`src/rtc_aux_pkg.sv`:
```
// constants shared by the rtc auxiliary output and oscillator-fail logic
// assumes a 100 MHz system clock and a plain register port
package rtc_aux_pkg;

    // ********************************
    // register offsets
    // ********************************
    localparam logic [7:0] ADDR_SQW_SEL  = 8'h04;
    localparam logic [7:0] ADDR_SQW_CTL  = 8'h0A;
    localparam logic [7:0] ADDR_CALIB    = 8'h08;
    localparam logic [7:0] ADDR_CTRL     = 8'h01;
    localparam logic [7:0] ADDR_FLAGS    = 8'h0F;
    localparam logic [7:0] ADDR_CENTURY  = 8'h07;
    localparam logic [7:0] ADDR_IRQ_STAT = 8'h10;
    localparam logic [7:0] ADDR_IRQ_MASK = 8'h11;

    // ********************************
    // field positions
    // ********************************
    localparam int SEL_LSB       = 4;
    localparam int SQW_OUT_ENABLE_BIT      = 6;
    localparam int AFE_BIT       = 7;
    localparam int OUT_BIT       = 7;
    localparam int FT_BIT        = 6;
    localparam int HALT_BIT      = 7;
    localparam int F32KE_BIT     = 6;
    localparam int OSC_FAIL_IRQ_ENABLE_BIT      = 5;
    localparam int WDOG_BIT      = 4;
    localparam int OF_BIT        = 2;
    localparam int CB_LSB        = 6;

    // ********************************
    // reset values
    // ********************************
    localparam logic [3:0] RST_SEL   = 4'h1;
    localparam logic       RST_ONE   = 1'b1;
    localparam logic       RST_ZERO  = 1'b0;

    // ********************************
    // timing
    // ********************************
    localparam int CLK_HZ      = 100_000_000;
    localparam int OSC_HZ      = 32_768;
    // half period of the fastest output in system cycles (rounded down)
    localparam int OSC_HALF_CYC = CLK_HZ / (2 * OSC_HZ);
    localparam int DIV_BITS     = 16;

endpackage

```
`src/rtc_aux_out.sv`:
```
// square-wave, fixed 32k, static output and oscillator-fail logic
// assumes osc_running comes from the oscillator domain, wdog_irq from
// the watchdog block on clk, and software on the plain register port
//
// Behaviour
// - frequency select is four bits in register 04h
// - code 0 off, 1 gives 32.768 kHz, 2 gives 8.192 kHz, then halving
// - square wave toggles only while its enable in 0Ah is set; push-pull pin is driven low while clear
// - power-up 32 kHz enabled; open-drain variant powers up disabled
// - fixed 32k pin on at power-up, stops on enable clear or halt
// - century bits count in binary at century rollover
// - leap year if divisible by four; century years only when bits 00
// - without interrupt sources the irq pin follows the static-level bit
// - static mode pulls pin low for 0, releases for 1
// - fail flag sets whenever the oscillator stops
// - fail flag reads one after first power
// - fail flag stays set until software writes zero
// - fail interrupt clears only by writing enable or flag zero; at irq its status bit clears on a read of 10h instead
// - power-on values of halt, flag, enables, static and test bits
// - calibration never changes square-wave or test output frequency
`timescale 1ns/1ps
module rtc_aux_out
    import rtc_aux_pkg::*;
#(
    parameter bit OPEN_DRAIN_SQW = 1'b0
) (
    // clock and reset
    input  wire logic       clk,
    input  wire logic       reset_n,
    // register port
    input  wire logic [7:0] addr,
    input  wire logic [7:0] wdata,
    input  wire logic       wr_en,
    input  wire logic       rd_en,
    output logic [7:0]      rdata,
    // oscillator and neighbours
    input  wire logic       osc_running,
    input  wire logic       alarm_flag,
    input  wire logic       wdog_irq,
    input  wire logic       year_rollover,
    input  wire logic [7:0] year_bcd,
    output logic            leap_year,
    // pins
    output logic            square_wave_pin,
    output logic            square_wave_oe,
    output logic            fixed_32k_pin,
    output logic            irq_out_o,
    output logic            irq_out_oe,
    // interrupt
    output logic            irq
);
    // ********************************
    // registers
    // ********************************
    logic [3:0] sqw_freq_select_q, sqw_freq_select_d;
    logic       sqw_out_enable_q, sqw_out_enable_d;
    logic       alarm_irq_enable_q, alarm_irq_enable_d;
    logic       static_level_q, static_level_d;
    logic       freq_test_bit_q, freq_test_bit_d;
    logic [5:0] calib_q, calib_d;
    logic       osc_halt_bit_q, osc_halt_bit_d;
    logic       fixed_32k_enable_q, fixed_32k_enable_d;
    logic       osc_fail_irq_enable_q, osc_fail_irq_enable_d;
    logic       wdog_enable_q, wdog_enable_d;
    logic       osc_fail_flag_q, osc_fail_flag_d;
    logic [1:0] irq_stat_q, irq_stat_d;
    logic [1:0] irq_mask_q, irq_mask_d;
    logic [7:0] rdata_q, rdata_d;
    logic       sqw_q, sqw_d;
    logic       fixed_32k_pin_q, fixed_32k_pin_d;
    logic       osc_meta_q, osc_sync_q, osc_prev_q;
    // half-period count needs room for the full system-cycle count
    localparam int TICK_BITS = $clog2(OSC_HALF_CYC);
    logic [TICK_BITS-1:0] tick_cnt_q, tick_cnt_d;
    logic       osc_tick;
    logic [DIV_BITS-1:0] taps;
    logic [1:0] century_q;
    logic       stop_event;
    logic       of_irq;
    logic       irq_source;

    // decode one register address
    function automatic logic hit(input logic [7:0] a, input logic [7:0] ref_a);
        hit = (a == ref_a);
    endfunction

    // ********************************
    // oscillator sync and divider
    // ********************************
    // two-stage sync of the oscillator running status
    always_ff @(posedge clk) begin
        if (!reset_n) begin
            osc_meta_q <= 1'b0;
            osc_sync_q <= 1'b0;
            osc_prev_q <= 1'b0;
        end else begin
            osc_meta_q <= osc_running;
            osc_sync_q <= osc_meta_q;
            osc_prev_q <= osc_sync_q;
        end
    end

    // stop seen as loss of running or halt set
    assign stop_event = (osc_prev_q && !osc_sync_q) || osc_halt_bit_q;

    // half-period tick of the oscillator, independent of calibration
    always_comb begin
        tick_cnt_d = tick_cnt_q + 1'b1;
        osc_tick   = 1'b0;
        if (tick_cnt_q == TICK_BITS'(OSC_HALF_CYC - 1)) begin
            tick_cnt_d = '0;
            osc_tick   = 1'b1;
        end
    end

    always_ff @(posedge clk) begin
        if (!reset_n) begin
            tick_cnt_q <= '0;
        end else begin
            tick_cnt_q <= tick_cnt_d;
        end
    end

    rtc_clock_div #(.WIDTH(DIV_BITS)) u_div (
        .clk      (clk),
        .reset_n  (reset_n),
        .run      (osc_sync_q && !osc_halt_bit_q),
        .osc_tick (osc_tick),
        .taps     (taps)
    );

    rtc_century u_century (
        .clk           (clk),
        .reset_n       (reset_n),
        .year_rollover (year_rollover),
        .year_bcd      (year_bcd),
        .cb_wr         (wr_en && hit(addr, ADDR_CENTURY)),
        .cb_wdata      (wdata[CB_LSB+1:CB_LSB]),
        .century_q     (century_q),
        .leap_year     (leap_year)
    );

    // ********************************
    // register writes and flags
    // ********************************
    always_comb begin
        sqw_freq_select_d     = sqw_freq_select_q;
        sqw_out_enable_d      = sqw_out_enable_q;
        alarm_irq_enable_d    = alarm_irq_enable_q;
        static_level_d        = static_level_q;
        freq_test_bit_d       = freq_test_bit_q;
        calib_d               = calib_q;
        osc_halt_bit_d        = osc_halt_bit_q;
        fixed_32k_enable_d    = fixed_32k_enable_q;
        osc_fail_irq_enable_d = osc_fail_irq_enable_q;
        wdog_enable_d         = wdog_enable_q;
        osc_fail_flag_d       = osc_fail_flag_q;
        irq_mask_d            = irq_mask_q;
        irq_stat_d            = irq_stat_q;
        if (wr_en) begin
            if (hit(addr, ADDR_SQW_SEL)) begin
                sqw_freq_select_d = wdata[SEL_LSB+3:SEL_LSB];
            end
            if (hit(addr, ADDR_SQW_CTL)) begin
                sqw_out_enable_d   = wdata[SQW_OUT_ENABLE_BIT];
                alarm_irq_enable_d = wdata[AFE_BIT];
            end
            if (hit(addr, ADDR_CALIB)) begin
                static_level_d  = wdata[OUT_BIT];
                freq_test_bit_d = wdata[FT_BIT];
                calib_d         = wdata[5:0];
            end
            if (hit(addr, ADDR_CTRL)) begin
                osc_halt_bit_d        = wdata[HALT_BIT];
                fixed_32k_enable_d    = wdata[F32KE_BIT];
                osc_fail_irq_enable_d = wdata[OSC_FAIL_IRQ_ENABLE_BIT];
                wdog_enable_d         = wdata[WDOG_BIT];
            end
            // only a written zero clears; a one is ignored
            if (hit(addr, ADDR_FLAGS) && !wdata[OF_BIT]) begin
                osc_fail_flag_d = 1'b0;
            end
            if (hit(addr, ADDR_IRQ_MASK)) begin
                irq_mask_d = wdata[1:0];
            end
        end
        // reading the status clears it
        if (rd_en && hit(addr, ADDR_IRQ_STAT)) begin
            irq_stat_d = 2'b00;
        end
        // set wins over any clear in the same cycle
        if (stop_event) begin
            osc_fail_flag_d = 1'b1;
            irq_stat_d[0]   = 1'b1;
        end
        if (alarm_flag) begin
            irq_stat_d[1] = 1'b1;
        end
    end

    always_ff @(posedge clk) begin
        if (!reset_n) begin
            sqw_freq_select_q     <= RST_SEL;
            sqw_out_enable_q      <= OPEN_DRAIN_SQW ? RST_ZERO : RST_ONE;
            alarm_irq_enable_q    <= RST_ZERO;
            static_level_q        <= RST_ONE;
            freq_test_bit_q       <= RST_ZERO;
            calib_q               <= 6'h00;
            osc_halt_bit_q        <= RST_ZERO;
            fixed_32k_enable_q    <= RST_ONE;
            osc_fail_irq_enable_q <= RST_ZERO;
            wdog_enable_q         <= RST_ZERO;
            osc_fail_flag_q       <= RST_ONE;
            irq_mask_q            <= 2'b00;
            irq_stat_q            <= 2'b00;
        end else begin
            sqw_freq_select_q     <= sqw_freq_select_d;
            sqw_out_enable_q      <= sqw_out_enable_d;
            alarm_irq_enable_q    <= alarm_irq_enable_d;
            static_level_q        <= static_level_d;
            freq_test_bit_q       <= freq_test_bit_d;
            calib_q               <= calib_d;
            osc_halt_bit_q        <= osc_halt_bit_d;
            fixed_32k_enable_q    <= fixed_32k_enable_d;
            osc_fail_irq_enable_q <= osc_fail_irq_enable_d;
            wdog_enable_q         <= wdog_enable_d;
            osc_fail_flag_q       <= osc_fail_flag_d;
            irq_mask_q            <= irq_mask_d;
            irq_stat_q            <= irq_stat_d;
        end
    end

    // ********************************
    // outputs and read data
    // ********************************
    // tap for code n: code 1 raw osc, code 2 div4, then one more per code
    always_comb begin
        sqw_d = 1'b0;
        case (sqw_freq_select_q)
            4'h0: sqw_d = 1'b0;
            4'h1: sqw_d = taps[0];
            4'hF: sqw_d = taps[15];
            default: sqw_d = taps[sqw_freq_select_q];
        endcase
        if (!sqw_out_enable_q) begin
            sqw_d = 1'b0;
        end
        fixed_32k_pin_d = taps[0] && fixed_32k_enable_q && !osc_halt_bit_q;
        rdata_d = 8'h00;
        if (rd_en) begin
            if (hit(addr, ADDR_SQW_SEL)) rdata_d = {sqw_freq_select_q, 4'h0};
            if (hit(addr, ADDR_SQW_CTL)) rdata_d = {alarm_irq_enable_q, sqw_out_enable_q, 6'h00};
            if (hit(addr, ADDR_CALIB)) rdata_d = {static_level_q, freq_test_bit_q, calib_q};
            if (hit(addr, ADDR_CTRL)) rdata_d = {osc_halt_bit_q, fixed_32k_enable_q,
                                                 osc_fail_irq_enable_q, wdog_enable_q, 4'h0};
            if (hit(addr, ADDR_FLAGS)) rdata_d = {5'h00, osc_fail_flag_q, 2'b00};
            if (hit(addr, ADDR_CENTURY)) rdata_d = {century_q, 6'h00};
            if (hit(addr, ADDR_IRQ_STAT)) rdata_d = {6'h00, irq_stat_q};
            if (hit(addr, ADDR_IRQ_MASK)) rdata_d = {6'h00, irq_mask_q};
        end
    end

    always_ff @(posedge clk) begin
        if (!reset_n) begin
            sqw_q   <= 1'b0;
            fixed_32k_pin_q  <= 1'b0;
            rdata_q <= 8'h00;
        end else begin
            sqw_q   <= sqw_d;
            fixed_32k_pin_q  <= fixed_32k_pin_d;
            rdata_q <= rdata_d;
        end
    end

    // irq/out pin: interrupt mode if any source enabled, else static level
    assign of_irq     = osc_fail_irq_enable_q && osc_fail_flag_q;
    assign irq_source = osc_fail_irq_enable_q || alarm_irq_enable_q || wdog_enable_q;
    assign irq_out_o  = 1'b0;
    assign irq_out_oe = irq_source ? (of_irq || (alarm_irq_enable_q && alarm_flag) || wdog_irq)
                                   : !static_level_q;
    assign square_wave_pin = OPEN_DRAIN_SQW ? 1'b0 : sqw_q;
    assign square_wave_oe  = OPEN_DRAIN_SQW ? (sqw_out_enable_q && !sqw_q) : 1'b1;
    assign fixed_32k_pin   = fixed_32k_pin_q;
    assign rdata           = rdata_q;
    assign irq             = |(irq_stat_q & irq_mask_q);

    // ********************************
    // checks
    // ********************************
    sqw_off_a: assert property (@(posedge clk) disable iff (!reset_n)
        !sqw_out_enable_q |=> !sqw_q)
        else $error("square wave active while disabled");
    sel_zero_a: assert property (@(posedge clk) disable iff (!reset_n)
        sqw_freq_select_q == 4'h0 |=> !sqw_q)
        else $error("code zero produced output");
    fixed_32k_pin_stop_a: assert property (@(posedge clk) disable iff (!reset_n)
        (osc_halt_bit_q || !fixed_32k_enable_q) |=> !fixed_32k_pin)
        else $error("fixed 32k toggled while stopped");
    of_set_a: assert property (@(posedge clk) disable iff (!reset_n)
        stop_event |=> osc_fail_flag_q)
        else $error("fail flag missed a stop");
    of_hold_a: assert property (@(posedge clk) disable iff (!reset_n)
        (osc_fail_flag_q && !(wr_en && hit(addr, ADDR_FLAGS) && !wdata[OF_BIT]))
        |=> osc_fail_flag_q)
        else $error("fail flag dropped without write");
    of_irq_a: assert property (@(posedge clk) disable iff (!reset_n)
        of_irq |-> irq_out_oe)
        else $error("fail interrupt not on pin");
    static_a: assert property (@(posedge clk) disable iff (!reset_n)
        !irq_source |-> (irq_out_oe == !static_level_q))
        else $error("static output mismatch");
    calib_a: assert property (@(posedge clk) disable iff (!reset_n)
        $changed(calib_q) |-> $stable(sqw_freq_select_q))
        else $error("calibration moved square wave select");
endmodule

```
`src/rtc_century.sv`:
```
// century bits and leap-year decision
// assumes year_rollover pulses once when the bcd year wraps 99 to 00
`timescale 1ns/1ps
module rtc_century
    import rtc_aux_pkg::*;
(
    // clock and reset
    input  wire logic       clk,
    input  wire logic       reset_n,
    // year counter
    input  wire logic       year_rollover,
    input  wire logic [7:0] year_bcd,
    // software load
    input  wire logic       cb_wr,
    input  wire logic [1:0] cb_wdata,
    // status
    output logic [1:0]      century_q,
    output logic            leap_year
);
    logic [1:0] century_d;
    logic       div4;

    // binary count on the century turn; hardware wins over a write
    always_comb begin
        century_d = century_q;
        if (year_rollover) begin
            century_d = century_q + 2'd1;
        end else if (cb_wr) begin
            century_d = cb_wdata;
        end
    end

    always_ff @(posedge clk) begin
        if (!reset_n) begin
            century_q <= 2'b00;
        end else begin
            century_q <= century_d;
        end
    end

    // bcd divisible by four: tens even with units 0,4,8 or tens odd with 2,6
    always_comb begin
        div4 = year_bcd[4] ? (year_bcd[3:0] == 4'd2 || year_bcd[3:0] == 4'd6)
                           : (year_bcd[3:0] == 4'd0 || year_bcd[3:0] == 4'd4
                              || year_bcd[3:0] == 4'd8);
        leap_year = div4 && ((year_bcd != 8'h00) || (century_q == 2'b00));
    end

    leap_a: assert property (@(posedge clk) disable iff (!reset_n)
        (year_bcd == 8'h00 && century_q != 2'b00) |-> !leap_year)
        else $error("century year marked leap");
    cent_a: assert property (@(posedge clk) disable iff (!reset_n)
        year_rollover |=> century_q == $past(century_q) + 2'd1)
        else $error("century bits did not count");
endmodule

```
`src/rtc_clock_div.sv`:
```
// osc divider chain producing a toggling tap per power of two
// assumes osc_tick is a one-cycle pulse at twice the oscillator rate
`timescale 1ns/1ps
module rtc_clock_div
    import rtc_aux_pkg::*;
#(
    parameter int WIDTH = DIV_BITS
) (
    // clock and reset
    input  wire logic             clk,
    input  wire logic             reset_n,
    // control
    input  wire logic             run,
    input  wire logic             osc_tick,
    // taps
    output logic [WIDTH-1:0]      taps
);
    // refuse a chain too short to divide
    if (WIDTH < 2) begin : g_width_check
        $error("divider too narrow");
    end

    logic [WIDTH-1:0] cnt_q;
    logic [WIDTH-1:0] cnt_d;

    // count osc half periods; halt clears the chain to zero
    always_comb begin
        cnt_d = cnt_q;
        if (!run) begin
            cnt_d = '0;
        end else if (osc_tick) begin
            cnt_d = cnt_q + 1'b1;
        end
    end

    always_ff @(posedge clk) begin
        if (!reset_n) begin
            cnt_q <= '0;
        end else begin
            cnt_q <= cnt_d;
        end
    end

    assign taps = cnt_q;
endmodule
```
`config.mk`:
```
export PLATFORM = sky130hd
export DESIGN_NAME = rtc_aux_out
export DESIGN_NICKNAME = d
export VERILOG_FILES = /design/src/rtc_aux_pkg.sv /design/src/rtc_aux_out.sv /design/src/rtc_century.sv /design/src/rtc_clock_div.sv
export SDC_FILE = /design/constraint.sdc
export NUM_CORES = 1
export LEC_CHECK = 0
export BUFFER_PORTS_ARGS = -buffer_cell sky130_fd_sc_hd__buf_2
export CORE_ASPECT_RATIO = 0.6
export CORE_MARGIN = 3
export CORE_UTILIZATION = 55
export CTS_CLUSTER_SIZE = 20
export DETAILED_ROUTE_END_ITERATION = 8
export PLACE_DENSITY = 0.77
export SYNTH_ARGS = -nofsm -noshare
export SYNTH_HDL_FRONTEND = slang
export SYNTH_SLANG_ARGS = --single-unit
export TNS_END_PERCENT = 20
```
`constraint.sdc`:
```
create_clock -name clk -period 3.4 [get_ports clk]
set_input_delay 0.68 -clock clk [delete_from_list [all_inputs] [get_ports clk]]
set_output_delay 0.68 -clock clk [all_outputs]
set_load 0.02 [all_outputs]
```
Word level (Yosys, flattened, before mapping) --
Cells that the tools add are included.
Storage, ports and cells: register bits after elaboration 65, input bits 32, logic and storage cells 114
Cells by class: add/sub/neg operators 3, order comparisons 1, equality and inequality tests 15, muxes and demuxes 19, bitwise operators 3, reduce and logical (&&, ||, !) cells 46
Operators by type and width (count):
- $mux W8 | 6
- $eq A8 B4 Y1 const B | 3
- $reduce_and A2 Y1 | 9
- $add A16 B1 Y16 const B | 1
- $eq A8 B3 Y1 const B | 2
- $eq A8 B5 Y1 const B | 2
- $add A11 B1 Y11 const B | 1
- $eq A11 B11 Y1 const B | 1
- $logic_and A1 B1 Y1 | 10
- $mux W2 | 5
- $logic_or A1 B1 Y1 | 9
- $eq A4 B3 Y1 const B | 2
- $eq A4 B4 Y1 const B | 2
- $eq A8 B1 Y1 const B | 1
- $logic_not A4 Y1 | 2
- $reduce_bool A8 Y1 | 1
- $reduce_or A7 Y1 | 1
- $mux W1 | 6
- $reduce_bool A2 Y1 | 3
- $reduce_or A2 Y1 | 3
- $reduce_or A6 Y1 | 1
- $lt A4 B5 Y1 const B | 1
- $reduce_or A5 Y1 | 1
- $bmux W1 S4 | 1
- 9 further kinds | 13

Logic depth before layout (Yosys ltp) --
depth in word-level cells 9, gate-level depth with buffers 7, mapped depth without buffers 6

Modules after synthesis --
Synthesis repeated with hierarchy kept, for this count alone.
Unflattened totals: cells, all modules 352, area total of the unflattened synthesis 3191.8 µm²
Modules (own cells, without submodules):
- rtc_aux_out | instances 1, cells an instance 247, area an instance 2289.7 µm²
- rtc_clock_div | instances 1, cells an instance 86, area an instance 755.7 µm²
- rtc_century | instances 1, cells an instance 19, area an instance 146.4 µm²

Worst setup path before layout --
OpenSTA, ideal clock, no wires.
kind input-to-output, start in year_bcd[5], end out leap_year, arrival time 1.559 ns, required time 2.720 ns, slack 1.161 ns, stages 3, cell sequence or4_1 -> o31ai_1 -> a21oi_1
Between the ends: longest elaborated chain between the ends 3
Ends and longest elaborated chain:
- start, declared | RTL line rtc_aux_out.sv:41 | input wire logic [7:0] year_bcd,
- $reduce_bool A8 Y1 | RTL line rtc_century.sv:46 | leap_year = div4 && ((year_bcd != 8'h00) || (century_q == 2'b00));
- $logic_or A1 B1 Y1 | RTL line rtc_century.sv:46
- $logic_and A1 B1 Y1 | RTL line rtc_century.sv:46
- end, declared | RTL line rtc_aux_out.sv:42 | output logic leap_year,
No other way between the ends.

Worst setup path in the final report --
start reg u_century.century_q[0], end out leap_year
Between the ends: longest elaborated chain between the ends 3
Ends and longest elaborated chain:
- start, declared | RTL line rtc_century.sv:17 | output logic [1:0] century_q,
- start signal, assigned | RTL line rtc_century.sv:37 | century_q <= century_d;
- $logic_not A2 Y1 | RTL line rtc_century.sv:46
- $logic_or A1 B1 Y1 | RTL line rtc_century.sv:46
- $logic_and A1 B1 Y1 | RTL line rtc_century.sv:46
No other way between the ends.

==> results.toml <==
[status]
status = "complete, no violations"

[setup_path]
r2r-start = "tick_cnt_q[4]$_SDFF_PP0_"
path_max_fanout = 3
path_class = "register to output pin"
crit_path_end_kind = "output pin"
worstPathArrival_ns = 1.79
reg2reg_setup_slack_ns = 1.50
r2r_end = "u_div.taps[14]$_SDFFE_PN0P_"
crit_path_start_kind = "register"
worstPathRequired_ns = 2.72
reg2regPathDepth = 4

[grt]
grt_max_degree = 30
antenna_found_initial = 0
grt_pass1_vias = 2445
grt_usage = 0.219
overflow = 0
grt_pass1_wl_mm = 11.7

[sta]
finalHoldViolations = 0
holdWs_ns = 0.441
fin_crit_ns = 2.47
tightest_slew_ns = 0.593
fmax_mhz = 405
finalSetupViolCount = 0
slew_headroom = 0.604
rsz0062_at_grt = "no"
tns_ns = 0
period_share = 0.727
maxSlewViolCount = 0
skew_ns = 0.00651

[power]
switching_share = 0.227
combPwrFrac = 0.063
p_per_area_nw_per_um2 = 392
pwr-share-clk = 0.379
p_int_mw = 1.08
pwr-share-seq = 0.559
leakagePower_nw = 1.52
p_total_mw = 1.39
vdd_ir_drop_max_mv = 0.208
power.switching_mw = 0.316

[layout]
fill_cells = 459
design_area_um2 = 3550
layout-drive-gt1-share = 0.168
diodes = 0
area_growth_pct = 12.0
fin_nets = 422

[clock_network]
clock_sinks = 65
cts_hold_buffers = 0
numCtsBuffers = 9
cts.repair.resized = 0
ctsLongestPathBuffers = 2
clkTransAtPathRegs_ns = 0.06
worstSkewPairLatency_ns = 0.33
cts_root_buf = "clkbuf_8"
cts_tree = "yes"
htreeDepth = 3
post_cts_buffers = 0

[yosys]
syn_area_um2 = 3170
yosysWarnings = 0
ys_ff_latch = 65
ys_seq_area_frac = 0.410
synth_edf_count = 0
synth_common_cells = "dfxtp_1, a21oi_1, mux2i_1, nor2_1, nand2_1"
synthArstFlopShare = 0
ys_types = 53
synth.most_common_cell = "dfxtp_1"
synth_area_leaders = "dfxtp_1, mux2i_1, a21oi_1"
synth_ff_type = "dfxtp_1"
yosys.area.top_type = "dfxtp_1"
syn_area_per_cell_um2 = 9.14
synth_nets = 383
synthCells = 347
synth_top_area_share = 0.410

[placed_design]
place.detailed.hpwl_mm = 5.20
port_buffers = 44
place_congestion = 0.871
placed_area_um2 = 3400

[route]
wirelength_mm = 7.11
drc_errors = 0
avgRoutedWirePerCell_um = 15.3
antenna_left = 0
drtIter0Drc = 199
via_per_inst = 5.83
vias = 2713
drt_first_pass_iters = 5

[die]
rows = 20
die_h_um = 64.8
initial_core_util = 0.598
die_area_um2 = 6740
fp.coreArea_um2 = 5310
die_x_um = 104
pin_count = 47

[job]
drv_cap = 0

[worst_hold_path]
hp-class = "register to register"
hold_end = "rdata[1]$_SDFF_PN0_"
hold_depth = 2
hp-start = "calib_q[1]$_SDFFE_PN0P_"
## per-stage QoR
stage / setup slack (ns) / utilization / std cells
after floorplan: 1.16 / - / 347
after global placement: 0.994 / 0.641 / 452
after detailed placement: 0.977 / 0.641 / 452
after CTS: 0.907 / 0.669 / 465
after global routing: 0.811 / 0.669 / 465
final: 0.929 / 0.669 / 465
## routing by layer
layer  part of all wire  wire length (µm)  GRT usage  vias up
li1                   -                 -          -     1334
met1               0.51              3630      0.322     1294
met2               0.42              2990      0.320       81
met3              0.065               463     0.0547        4
met4             0.0027                19     0.0547        0
met5                  0                 0          0        -
## cell usage in the layout (no fill, tap or decap), types with 5 or more instances in the layout
master and instances:
a21oi_1 25, and2_1 5, and3_1 8, and4_1 5, buf_2 44, clkbuf_8 10
dfxtp_1 65, inv_1 14, mux2i_1 25, nand2_1 21, nand3_1 15, nand4_1 7
nor2_1 25, nor2b_1 17, o21ai_0 15, o31ai_1 5, or3_1 12, xor2_1 8
## kinds of logic after synthesis
family / after synthesis / synth area share
AND/OR/NAND/NOR: 148 / 0.287
multiplexers: 28 / 0.100
flip-flops: 65 / 0.410
buffers and inverters: 30 / 0.0438
other: 2 / 0.00237
adder cells (fa/ha/maj): 4 / 0.0158
AO/OA/AOI/OAI: 60 / 0.113
XOR/XNOR: 10 / 0.0276
## worst max path at each step
stage,from,to,depth (start not counted)
finish,u_century.century_q[0]$_SDFFE_PN0P_,leap_year,6
global route,u_century.century_q[0]$_SDFFE_PN0P_,leap_year,6
CTS,u_century.century_q[0]$_SDFFE_PN0P_,leap_year,6
detailed placement,year_bcd[5],leap_year,5
global placement,year_bcd[5],leap_year,5
floorplan,year_bcd[5],leap_year,3
## worst max-delay path, stage by stage (launching register included)
cell and delay (ns):
dfxtp_1 0.36, inv_1 0.07, ha_1 0.18, or4_1 0.39, o31ai_1 0.22, a21oi_1 0.09, buf_2 0.16
## registers in the layout (all words and copies together), names as in the netlist
register / count
wdog_enable_q: 1
irq_mask_q: 2
sqw_out_enable_q: 1
osc_meta_q: 1
irq_stat_q: 2
fixed_32k_enable_q: 1
osc_fail_irq_enable_q: 1
u_div.taps: 16
tick_cnt_q: 11
osc_sync_q: 1
fixed_32k_pin: 1
osc_prev_q: 1
rdata: 8
sqw_freq_select_q: 4
static_level_q: 1
calib_q: 6
alarm_irq_enable_q: 1
u_century.century_q: 2
osc_fail_flag_q: 1
freq_test_bit_q: 1
square_wave_pin: 1
osc_halt_bit_q: 1
## power groups by stage
stage,sequential (mW),clock [mW],combinational [mW]
after floorplan,0.791,0,0.0512
after global placement,0.794,0,0.0842
after detailed placement,0.794,0,0.0866
after CTS,0.777,0.535,0.0869
after global routing,0.778,0.576,0.0987
final,0.778,0.527,0.0875
## layout make-up
cell class | instances | area (µm²) | area share
timing repair buffer | 44 | 220 | 0.0620
clock buffer | 12 | 145 | 0.0409
inverter | 14 | 52.6 | 0.0148
sequential | 65 | 1300 | 0.366
multi-input combinational | 252 | 1730 | 0.487
tap | 77 | 96.3 | 0.0271
clock inverter | 1 | 5.00 | 0.00141
Note: power is estimated with default switching activity, not from simulation.
